## config.mk

```make
export PLATFORM = sky130hd
export DESIGN_NAME = orientation_detect_engine
export DESIGN_NICKNAME = d
export VERILOG_FILES = /design/src/include/orient_pkg.sv /design/src/include/orient_if.sv /design/src/rtl/orientation_detect_engine.sv /design/src/rtl/orientation_classifier.sv /design/src/rtl/orientation_qualifier.sv
export SDC_FILE = /design/constraint.sdc
export NUM_CORES = 1
export LEC_CHECK = 0
export BUFFER_PORTS_ARGS = -buffer_cell sky130_fd_sc_hd__buf_2
export CORE_ASPECT_RATIO = 0.6
export CORE_MARGIN = 2
export CORE_UTILIZATION = 60
export DETAILED_ROUTE_END_ITERATION = 8
export GPL_TIMING_DRIVEN = 0
export MAX_ROUTING_LAYER = met4
export PLACE_DENSITY = 0.86
export SYNTH_ARGS = -nofsm -noshare
export SYNTH_HDL_FRONTEND = slang
export SYNTH_SLANG_ARGS = --single-unit
```

## constraint.sdc

```tcl
create_clock -name clock -period 8.4 [get_ports clock]
set_input_delay 0.84 -clock clock [delete_from_list [all_inputs] [get_ports clock]]
set_output_delay 0.84 -clock clock [all_outputs]
set_load 0.02 [all_outputs]
```

## src/include/orient_pkg.sv

```systemverilog
`default_nettype none

package orient_pkg;

  // ****************************************************
  // register map
  // ****************************************************
  localparam logic [7:0] status_addr = 8'h10;
  localparam logic [7:0] primary_control_register_addr = 8'h1b;
  localparam logic [7:0] qualify_timer_addr = 8'h28;
  localparam logic [7:0] self_test_addr = 8'h3a;
  localparam logic [7:0] wake_motion_threshold_addr = 8'h5a;
  localparam logic [7:0] orientation_angle_limit_addr = 8'h5c;
  localparam logic [7:0] rotation_hysteresis_setting_addr = 8'h5f;

  // ****************************************************
  // fields and values after reset
  // ****************************************************
  localparam int operating_enable_bit_pos = 7;
  localparam int hysteresis_value_field_msb = 4;
  localparam logic [7:0] primary_control_reset = 8'h00;
  localparam logic [7:0] qualify_timer_reset = 8'h00;
  localparam logic [7:0] self_test_reset = 8'h00;
  localparam logic [7:0] wake_motion_threshold_reset = 8'h08;
  localparam logic [7:0] orientation_angle_limit_reset = 8'h0c;
  localparam logic [7:0] rotation_hysteresis_setting_reset = 8'h14;
  localparam logic [7:0] self_test_on_code = 8'hca;
  localparam logic [7:0] self_test_off_code = 8'h00;
  localparam logic [3:0] bits_per_byte = 4'h8;

  // ****************************************************
  // orientation codes
  // ****************************************************
  typedef enum logic [2:0] {
    face_up, face_down, rot_0, rot_90, rot_180, rot_270
  } orient_t;

  // in-plane limits at 32 counts/g, indexed by hysteresis field
  // lo: off-axis magnitude must stay below; hi: on-axis must reach
  localparam logic [5:0] hyst_lo_tbl [32] = '{
    6'h17, 6'h16, 6'h16, 6'h16, 6'h15, 6'h15, 6'h15, 6'h14,
    6'h14, 6'h14, 6'h13, 6'h13, 6'h13, 6'h12, 6'h12, 6'h12,
    6'h11, 6'h11, 6'h11, 6'h10, 6'h10, 6'h0f, 6'h0d, 6'h0c,
    6'h0a, 6'h09, 6'h08, 6'h06, 6'h05, 6'h03, 6'h02, 6'h01};
  localparam logic [5:0] hyst_hi_tbl [32] = '{
    6'h17, 6'h17, 6'h17, 6'h17, 6'h18, 6'h18, 6'h18, 6'h19,
    6'h19, 6'h19, 6'h19, 6'h1a, 6'h1a, 6'h1a, 6'h1a, 6'h1b,
    6'h1b, 6'h1b, 6'h1b, 6'h1b, 6'h1c, 6'h1c, 6'h1d, 6'h1e,
    6'h1e, 6'h1f, 6'h1f, 6'h1f, 6'h20, 6'h20, 6'h20, 6'h20};

endpackage

`default_nettype wire

```

## src/include/orient_if.sv

```systemverilog
`default_nettype none

interface orient_if;
  logic signed [7:0] accel_x;
  logic signed [7:0] accel_y;
  logic signed [7:0] accel_z;
  logic [7:0] tilt_limit;
  logic [4:0] hyst_field;
  logic [7:0] qualify_limit;
  logic sample_valid;
  logic run;
  orient_pkg::orient_t candidate;
  orient_pkg::orient_t reported;
  logic changed;

  modport top (
    output accel_x, accel_y, accel_z, tilt_limit, hyst_field,
    output qualify_limit, sample_valid, run,
    input candidate, reported, changed
  );
  modport cls (
    input accel_x, accel_y, accel_z, tilt_limit, hyst_field, reported,
    output candidate
  );
  modport qual (
    input sample_valid, run, qualify_limit, candidate,
    output reported, changed
  );
endinterface

`default_nettype wire

```

## src/rtl/orientation_detect_engine.sv

```systemverilog
// Summary of operation
// - writing 0xCA to self-test register turns on actuation output
// - writing 0x00 to self-test register turns actuation off again
// - wake motion threshold resets to 0x08, a quarter g
// - orientation angle limit resets to 0x0C, about 22 degrees
// - hysteresis field sets rotation windows, default 15, up to 45 degrees
// - reported orientation is one of six states, changes are signalled
// - rotation windows use 0.5g and 0.866g limits at default hysteresis
// - between windows the reported rotation holds, giving hysteresis
// - below tilt limit, z sign picks face up or face down
// - rotation states chosen only while tilt exceeds the angle limit
// - angle limit compared against larger horizontal axis magnitude
// - new orientation accepted when sample count reaches qualify timer
// - each count is one sample period at the output sample rate
`default_nettype none

module orientation_detect_engine #(
  parameter logic [6:0] device_address = 7'h0f
) (
  input wire logic clock,
  input wire logic reset,
  input wire logic scl_in,
  input wire logic sda_in,
  output logic sda_out,
  output logic sda_oe_n,
  input wire logic sample_valid,
  input wire logic signed [7:0] accel_x,
  input wire logic signed [7:0] accel_y,
  input wire logic signed [7:0] accel_z,
  output logic self_test_drive,
  output logic [7:0] wake_motion_threshold,
  output logic operating_enable_bit,
  output logic [2:0] orientation,
  output logic orientation_changed
);

  typedef enum logic [3:0] {
    bus_idle, get_addr, ack_addr, get_ptr, ack_ptr,
    get_data, ack_data, send_data, ack_send
  } i2c_state_t;

  // ****************************************************
  // pin synchronisers, bit 0 scl, bit 1 sda
  // ****************************************************
  logic [1:0] pin_raw;
  logic [1:0] pin_q;
  logic [1:0] pin_prev_r;

  assign pin_raw = {sda_in, scl_in};

  genvar gi;
  generate
    for (gi = 0; gi < 2; gi++) begin : g_sync
      logic [2:0] sync_r;
      logic [2:0] sync_nxt;
      logic level_r;
      logic level_nxt;
      always_comb begin
        sync_nxt = {sync_r[1:0], pin_raw[gi]};
        // only agreeing later stages count, first stage never looked at
        level_nxt = (sync_r[1] == sync_r[2]) ? sync_r[2] : level_r;
      end
      always_ff @(posedge clock) begin
        if (reset) begin
          sync_r <= 3'h7;
          level_r <= 1'b1;
        end else begin
          sync_r <= sync_nxt;
          level_r <= level_nxt;
        end
      end
      assign pin_q[gi] = level_r;
    end
  endgenerate

  always_ff @(posedge clock) begin
    if (reset) begin
      pin_prev_r <= 2'h3;
    end else begin
      pin_prev_r <= pin_q;
    end
  end

  logic scl_q;
  logic sda_q;
  logic scl_rise;
  logic scl_fall;
  logic bus_start;
  logic bus_stop;

  assign scl_q = pin_q[0];
  assign sda_q = pin_q[1];
  assign scl_rise = scl_q & ~pin_prev_r[0];
  assign scl_fall = ~scl_q & pin_prev_r[0];
  assign bus_start = scl_q & pin_prev_r[0] & pin_prev_r[1] & ~sda_q;
  assign bus_stop = scl_q & pin_prev_r[0] & ~pin_prev_r[1] & sda_q;

  // ****************************************************
  // register file state
  // ****************************************************
  logic [7:0] ctrl_r;
  logic [7:0] ctrl_nxt;
  logic [7:0] qtimer_r;
  logic [7:0] qtimer_nxt;
  logic [7:0] st_r;
  logic [7:0] st_nxt;
  logic st_active_r;
  logic st_active_nxt;
  logic [7:0] wake_r;
  logic [7:0] wake_nxt;
  logic [7:0] tilt_r;
  logic [7:0] tilt_nxt;
  logic [7:0] hyst_r;
  logic [7:0] hyst_nxt;
  logic wr_en;

  orient_if link();

  function automatic logic [7:0] reg_read(input logic [7:0] addr);
    unique case (addr)
      orient_pkg::status_addr:
        reg_read = {5'h00, 3'(link.reported)};
      orient_pkg::primary_control_register_addr: reg_read = ctrl_r;
      orient_pkg::qualify_timer_addr: reg_read = qtimer_r;
      orient_pkg::self_test_addr: reg_read = st_r;
      orient_pkg::wake_motion_threshold_addr: reg_read = wake_r;
      orient_pkg::orientation_angle_limit_addr: reg_read = tilt_r;
      orient_pkg::rotation_hysteresis_setting_addr: reg_read = hyst_r;
      default: reg_read = 8'h00;
    endcase
  endfunction

  // ****************************************************
  // i2c slave
  // ****************************************************
  i2c_state_t state_r;
  i2c_state_t state_nxt;
  logic [3:0] cnt_r;
  logic [3:0] cnt_nxt;
  logic [7:0] shift_r;
  logic [7:0] shift_nxt;
  logic [7:0] ptr_r;
  logic [7:0] ptr_nxt;
  logic rw_r;
  logic rw_nxt;
  logic drive_r;
  logic drive_nxt;
  logic nack_r;
  logic nack_nxt;
  logic [7:0] rd_byte;
  logic [7:0] rd_next;

  always_comb begin
    state_nxt = state_r;
    cnt_nxt = cnt_r;
    shift_nxt = shift_r;
    ptr_nxt = ptr_r;
    rw_nxt = rw_r;
    drive_nxt = drive_r;
    nack_nxt = nack_r;
    wr_en = 1'b0;
    rd_byte = reg_read(ptr_r);
    rd_next = reg_read(8'(ptr_r + 8'h01));
    if (bus_stop) begin
      state_nxt = bus_idle;
      drive_nxt = 1'b0;
    end else if (bus_start) begin
      state_nxt = get_addr;
      cnt_nxt = 4'h0;
      drive_nxt = 1'b0;
    end else if (scl_rise) begin
      unique case (state_r)
        get_addr, get_ptr, get_data: begin
          shift_nxt = {shift_r[6:0], sda_q};
          cnt_nxt = 4'(cnt_r + 4'h1);
        end
        send_data: cnt_nxt = 4'(cnt_r + 4'h1);
        ack_send: nack_nxt = sda_q;
        bus_idle, ack_addr, ack_ptr, ack_data: ;
      endcase
    end else if (scl_fall) begin
      unique case (state_r)
        bus_idle: ;
        get_addr: begin
          if (cnt_r == orient_pkg::bits_per_byte) begin
            cnt_nxt = 4'h0;
            if (shift_r[7:1] == device_address) begin
              state_nxt = ack_addr;
              rw_nxt = shift_r[0];
              drive_nxt = 1'b1;
            end else begin
              state_nxt = bus_idle;
            end
          end
        end
        ack_addr: begin
          if (rw_r) begin
            state_nxt = send_data;
            shift_nxt = rd_byte;
            drive_nxt = ~rd_byte[7];
          end else begin
            state_nxt = get_ptr;
            drive_nxt = 1'b0;
          end
        end
        get_ptr: begin
          if (cnt_r == orient_pkg::bits_per_byte) begin
            ptr_nxt = shift_r;
            cnt_nxt = 4'h0;
            state_nxt = ack_ptr;
            drive_nxt = 1'b1;
          end
        end
        ack_ptr: begin
          state_nxt = get_data;
          drive_nxt = 1'b0;
        end
        get_data: begin
          if (cnt_r == orient_pkg::bits_per_byte) begin
            wr_en = 1'b1;
            cnt_nxt = 4'h0;
            state_nxt = ack_data;
            drive_nxt = 1'b1;
          end
        end
        ack_data: begin
          ptr_nxt = 8'(ptr_r + 8'h01);
          state_nxt = get_data;
          drive_nxt = 1'b0;
        end
        send_data: begin
          if (cnt_r == orient_pkg::bits_per_byte) begin
            cnt_nxt = 4'h0;
            state_nxt = ack_send;
            drive_nxt = 1'b0;
          end else begin
            shift_nxt = {shift_r[6:0], 1'b0};
            drive_nxt = ~shift_r[6];
          end
        end
        ack_send: begin
          // pointer moves on even after nack so next read continues
          ptr_nxt = 8'(ptr_r + 8'h01);
          if (nack_r) begin
            state_nxt = bus_idle;
            drive_nxt = 1'b0;
          end else begin
            state_nxt = send_data;
            shift_nxt = rd_next;
            drive_nxt = ~rd_next[7];
          end
        end
      endcase
    end
  end

  always_ff @(posedge clock) begin
    if (reset) begin
      state_r <= bus_idle;
      cnt_r <= 4'h0;
      shift_r <= 8'h00;
      ptr_r <= 8'h00;
      rw_r <= 1'b0;
      drive_r <= 1'b0;
      nack_r <= 1'b0;
    end else begin
      state_r <= state_nxt;
      cnt_r <= cnt_nxt;
      shift_r <= shift_nxt;
      ptr_r <= ptr_nxt;
      rw_r <= rw_nxt;
      drive_r <= drive_nxt;
      nack_r <= nack_nxt;
    end
  end

  // ****************************************************
  // register writes
  // ****************************************************
  // writes are not blocked while running; settings act on next sample
  always_comb begin
    ctrl_nxt = ctrl_r;
    qtimer_nxt = qtimer_r;
    st_nxt = st_r;
    st_active_nxt = st_active_r;
    wake_nxt = wake_r;
    tilt_nxt = tilt_r;
    hyst_nxt = hyst_r;
    if (wr_en) begin
      unique case (ptr_r)
        orient_pkg::primary_control_register_addr: ctrl_nxt = shift_r;
        orient_pkg::qualify_timer_addr: qtimer_nxt = shift_r;
        orient_pkg::self_test_addr: begin
          st_nxt = shift_r;
          if (shift_r == orient_pkg::self_test_on_code) begin
            st_active_nxt = 1'b1;
          end else if (shift_r == orient_pkg::self_test_off_code) begin
            st_active_nxt = 1'b0;
          end
        end
        orient_pkg::wake_motion_threshold_addr: wake_nxt = shift_r;
        orient_pkg::orientation_angle_limit_addr: tilt_nxt = shift_r;
        orient_pkg::rotation_hysteresis_setting_addr: hyst_nxt = shift_r;
        default: ;
      endcase
    end
  end

  always_ff @(posedge clock) begin
    if (reset) begin
      ctrl_r <= orient_pkg::primary_control_reset;
      qtimer_r <= orient_pkg::qualify_timer_reset;
      st_r <= orient_pkg::self_test_reset;
      st_active_r <= 1'b0;
      wake_r <= orient_pkg::wake_motion_threshold_reset;
      tilt_r <= orient_pkg::orientation_angle_limit_reset;
      hyst_r <= orient_pkg::rotation_hysteresis_setting_reset;
    end else begin
      ctrl_r <= ctrl_nxt;
      qtimer_r <= qtimer_nxt;
      st_r <= st_nxt;
      st_active_r <= st_active_nxt;
      wake_r <= wake_nxt;
      tilt_r <= tilt_nxt;
      hyst_r <= hyst_nxt;
    end
  end

  // ****************************************************
  // orientation engine
  // ****************************************************
  assign link.accel_x = accel_x;
  assign link.accel_y = accel_y;
  assign link.accel_z = accel_z;
  assign link.tilt_limit = tilt_r;
  assign link.hyst_field = hyst_r[orient_pkg::hysteresis_value_field_msb:0];
  assign link.qualify_limit = qtimer_r;
  assign link.sample_valid = sample_valid;
  assign link.run = ctrl_r[orient_pkg::operating_enable_bit_pos];

  orientation_classifier u_classifier (
    .link(link.cls)
  );

  orientation_qualifier u_qualifier (
    .clock(clock),
    .reset(reset),
    .link(link.qual)
  );

  // open drain: only ever pulls low
  assign sda_out = 1'b0;
  assign sda_oe_n = ~drive_r;
  assign self_test_drive = st_active_r;
  assign wake_motion_threshold = wake_r;
  assign operating_enable_bit = ctrl_r[orient_pkg::operating_enable_bit_pos];
  assign orientation = 3'(link.reported);
  assign orientation_changed = link.changed;

endmodule

`default_nettype wire

```

## src/rtl/orientation_classifier.sv

```systemverilog
`default_nettype none

module orientation_classifier (
  orient_if.cls link
);

  // ****************************************************
  // magnitude helper
  // ****************************************************
  function automatic logic [7:0] mag8(input logic signed [7:0] v);
    mag8 = v[7] ? 8'(-v) : 8'(v);
  endfunction

  logic [7:0] ax;
  logic [7:0] ay;
  logic [7:0] horiz;
  logic [7:0] lo;
  logic [7:0] hi;

  // ****************************************************
  // sample classification
  // ****************************************************
  always_comb begin
    ax = mag8(link.accel_x);
    ay = mag8(link.accel_y);
    horiz = (ax > ay) ? ax : ay;
    lo = {2'b00, orient_pkg::hyst_lo_tbl[link.hyst_field]};
    hi = {2'b00, orient_pkg::hyst_hi_tbl[link.hyst_field]};
    if (horiz <= link.tilt_limit) begin
      // flat: screen direction unknowable, z sign decides
      link.candidate = link.accel_z[7] ? orient_pkg::face_down
                                       : orient_pkg::face_up;
    end else if (!link.accel_y[7] && ay >= hi && ax < lo) begin
      link.candidate = orient_pkg::rot_0;
    end else if (!link.accel_x[7] && ax >= hi && ay < lo) begin
      link.candidate = orient_pkg::rot_90;
    end else if (link.accel_y[7] && ay >= hi && ax < lo) begin
      link.candidate = orient_pkg::rot_180;
    end else if (link.accel_x[7] && ax >= hi && ay < lo) begin
      link.candidate = orient_pkg::rot_270;
    end else begin
      // between windows: hold, this is the hysteresis band
      link.candidate = link.reported;
    end
  end

endmodule

`default_nettype wire

```

## src/rtl/orientation_qualifier.sv

```systemverilog
`default_nettype none

module orientation_qualifier (
  input wire logic clock,
  input wire logic reset,
  orient_if.qual link
);

  logic [7:0] cnt_r;
  logic [7:0] cnt_nxt;
  logic [7:0] count;
  orient_pkg::orient_t pend_r;
  orient_pkg::orient_t pend_nxt;
  orient_pkg::orient_t reported_r;
  orient_pkg::orient_t reported_nxt;
  logic changed_r;
  logic changed_nxt;

  // ****************************************************
  // qualification counter
  // ****************************************************
  always_comb begin
    cnt_nxt = cnt_r;
    pend_nxt = pend_r;
    reported_nxt = reported_r;
    changed_nxt = 1'b0;
    count = 8'h00;
    if (!link.run) begin
      cnt_nxt = 8'h00;
    end else if (link.sample_valid) begin
      if (link.candidate == reported_r) begin
        cnt_nxt = 8'h00;
      end else begin
        // a different candidate restarts the count
        count = (link.candidate == pend_r && cnt_r != 8'h00)
              ? 8'(cnt_r + 8'h01) : 8'h01;
        pend_nxt = link.candidate;
        if (count >= link.qualify_limit) begin
          reported_nxt = link.candidate;
          changed_nxt = 1'b1;
          cnt_nxt = 8'h00;
        end else begin
          cnt_nxt = count;
        end
      end
    end
  end

  always_ff @(posedge clock) begin
    if (reset) begin
      cnt_r <= 8'h00;
      pend_r <= orient_pkg::face_up;
      reported_r <= orient_pkg::face_up;
      changed_r <= 1'b0;
    end else begin
      cnt_r <= cnt_nxt;
      pend_r <= pend_nxt;
      reported_r <= reported_nxt;
      changed_r <= changed_nxt;
    end
  end

  assign link.reported = reported_r;
  assign link.changed = changed_r;

endmodule

`default_nettype wire

```

==> qor.csv <==
stage,metric,value,unit
run_status,status,"complete, but fails checks",
run_status,failing checks,design-rule violations,
sta,final setup violation count,0,
pwr,leakage dissipation,3.35,nW
clock_network,post-CTS resize count,0,
clock_network,Worst-path clk slew,0.08,ns
layout,ANT cells,0,
sta,RSZ-0062 raised after global routing,no,
sta,post-route setup slack,0.730,ns
drt,Post-DRT Antenna Nets,0,
global_route,GRT Total Usage,34.8,%
critical_path,Crit-path slowest cell,xnor2_2,
pwr,switching share of power,29.5,%
sta,Slew Limit Fails,0,
clock_network,Post-CTS Setup Inserts,0,
drt,"wirelength, routed",24200,um
synthesis,Yosys Warn Count,0,
layout,Finished Cell Area,8570,um2
clock_network,Clock Latency Late Sink,0.36,ns
worst_hold_path,Min-Delay Path Depth,1,
layout,Layout Nets,1170,
sta,Peak Freq,130,MHz
sta,Worst slew margin,21.0,%
layout,multi-input gate area in the final layout,5390,um2
sta,Fin Hold WS,0.415,ns
synthesis,Post-synth ARST share,0,%
critical_path,Startpoint Class,input port,
floorplanning,DIE WIDTH,152,um
placed_design,placed inst area,8280,um2
global_route,GRT overflow,0,
placed_design,Final HPWL DP,18100,um
synthesis,post-synthesis cell area,7890,um2
sta,Worst-Margin Slew,1.18,ns
floorplanning,DIE AREA,14100,um2
drt,WL/cell,19.3,um
layout,share of layout cells above drive strength 1,10.2,%
layout,Register Area,2020,um2
pwr,power share of the clock group,39.6,%
synthesis,syn avg cell area,7.65,um2
drt,drt via density,6.50,
critical_path,crit path max fanout,10,
layout,synthesis-to-finish area growth,8.56,%
critical_path,Worst setup EP type,flop,
drt,routed vias,8134,
placed_design,Post-Place Cells,1236,
synthesis,leading area contributor after synthesis,dfxtp_1,
worst_hold_path,hold crit path type,reg2reg,
pwr,combinational power share,15.5,%
layout,Non-Filler Instances,1252,
placed_design,gpl congestion,1.10,
synthesis,Synth Instances,1032,
clock_network,Clock Sinks,101,
sta,crit path time final,7.67,ns
clock_network,clock buffer count from CTS,9,
synthesis,"top cells by area, synth","dfxtp_1 26%, ha_1 10%, nand2_1 8.0%",
flow_run,Max Cap Viol,0,
synthesis,"EDFF count, synth",0,
synthesis,top-area cell type share of the netlist area,25.6,%
critical_path,Crit path top cell by count,ha_1,
placed_design,worst slack at placement,0.536,ns
sta,post-route clock period utilization,91.3,%
drt,Initial DRT Pass Iterations,9,
critical_path,Worst Reg2Reg Path Length in Cells,27,
pwr,Worst VDD drop,0.0894,mV
pwr,Internal,0.753,mW
synthesis,post-synth cell types,90,
drt,Remaining DRCs,68,
synthesis,most frequent cells after synthesis,"168 x nand2_1, 101 x dfxtp_1, 75 x a21oi_1",
synthesis,top-count cell post-synth,nand2_1,
global_route,initial antenna violation count,0,
sta,Worst Skew,0.0114,ns
floorplanning,Ports,45,
floorplanning,Initial Utilization,61.4,%
clock_network,CTS Root Cell,clkbuf_16,
floorplanning,Rows,32,
pwr,Seq pwr share,44.9,%
pwr,Switching Power,0.315,mW
synthesis,post-synthesis register bit count,101,
floorplanning,Die Y,92.8,um
global_route,largest net degree at the start of global routing,20,
synthesis,syn_nets,1125,
clock_network,CTS tree,yes,
sta,Final Hold Vio Count,0,
clock_network,hold buffers post-CTS,0,
clock_network,clk buf depth,2,
critical_path,"Req. time, crit path",8.68,ns
critical_path,Max stage delay on crit path,0.48,ns
clock_network,H-tree depth,3,
critical_path,type of the worst setup path,in2reg,
synthesis,sequential share of the synthesized area,25.6,%
global_route,first-pass GRT wire length,37900,um
drt,1st-iter DRT viols,1390,
layout,Fillers,1084,
placed_design,PortBufs,34,
sta,TNS Setup,0,ns
synthesis,ys flop type,dfxtp_1,
pwr,Power Dens Cells,125,nW/um2
critical_path,Critical Path AT,7.95,ns
global_route,vias in the first global route,6974,
floorplanning,Core Footprint,12900,um2
==> registers in the layout (all words and copies together), names as in the netlist, 3 cells and up <==
register,cells
ctrl_r,8
hyst_r,8
link.qualify_limit,8
link.tilt_limit,8
ptr_r,8
shift_r,8
st_r,8
u_qualifier.cnt_r,8
wake_motion_threshold,8
g_sync.sync_r,6
cnt_r,4
state_r,4
u_qualifier.link.reported,3
u_qualifier.pend_r,3
==> power groups by stage <==
stage               logic (mW)  registers, mW  clock network, mW
finish                   0.166          0.480              0.423
global route             0.181          0.480              0.444
CTS                      0.161          0.480              0.427
detailed placement       0.159          0.491                  0
global placement         0.154          0.491                  0
floorplan                0.116          0.491                  0
==> final cells by class <==
type                    instances  share of cell area (%)
plain buffers                  65                    3.18
clock buffers                  10                    2.67
multi-input cells             810                    62.9
well taps                     170                    2.48
flip-flops and latches        101                    23.6
clock inverters                 6                   0.745
repair buffers                 34                    1.99
inverters                      56                    2.45
==> final timing paths <==
| kind | start | endpoint | slack (ns) |
|---|---|---|---|
| max | accel_x[0] | u_qualifier.cnt_r[4]$_SDFFE_PP0P_ | 0.73 |
| min | g_sync[0].sync_r[0]$_SDFF_PP1_ | g_sync[0].sync_r[1]$_SDFF_PP1_ | 0.41 |
| max reg2reg | hyst_r[2]$_SDFFE_PP1P_ | u_qualifier.cnt_r[4]$_SDFFE_PP0P_ | 2.18 |
| min reg2reg | g_sync[0].sync_r[0]$_SDFF_PP1_ | g_sync[0].sync_r[1]$_SDFF_PP1_ | 0.41 |
==> routing by layer <==
layer | global-route usage, % | up-vias | wire [um]
met1 | 51.6 | 3713 | 10700
met4 | 7.71 | 0 | 505
met2 | 44.0 | 535 | 8930
met5 | - | - | 0
met3 | 12.3 | 63 | 4060
li1 | - | 3823 | -
==> cells by family after synthesis <==
logic type / share of synthesized area (%)
fa+ha+maj: 10.4
xor+xnor: 2.85
simple gates: 25.6
other cells: 0.0475
compound gates: 25.3
buf+inv: 6.12
mux: 4.09
flops: 25.6
==> critical path: cells and delay by family <==
kind,cells,cell delay [ns]
xor gates and xnor gates,2,0.89
and+or+nand+nor,8,1.11
adders and majority gates,4,1.14
muxes,1,0.37
AOI/OAI and AO/OA,13,2.90
buffers and inverters,5,0.71
==> stage by stage <==
step                power, mW  utilization [%]
CTS                      1.07             66.7
detailed placement      0.650             64.4
global route             1.11             66.7
global placement        0.646             64.4
finish                   1.07             66.7
floorplan               0.607                -
==> cell usage in the layout (no fill, tap or decap), drive strengths merged, types with 16 or more instances in the layout <==
cell type  instances
clkbuf            62
ha                64
o21ai             44
nand2b            16
a21oi             75
nand2            170
a222oi            19
dfxtp            101
buf               47
nor2              71
mux2i             24
nand3             35
xnor2             17
a22oi             31
nor3              20
and2              17
inv               59
Power figures use the tool's default switching activity.
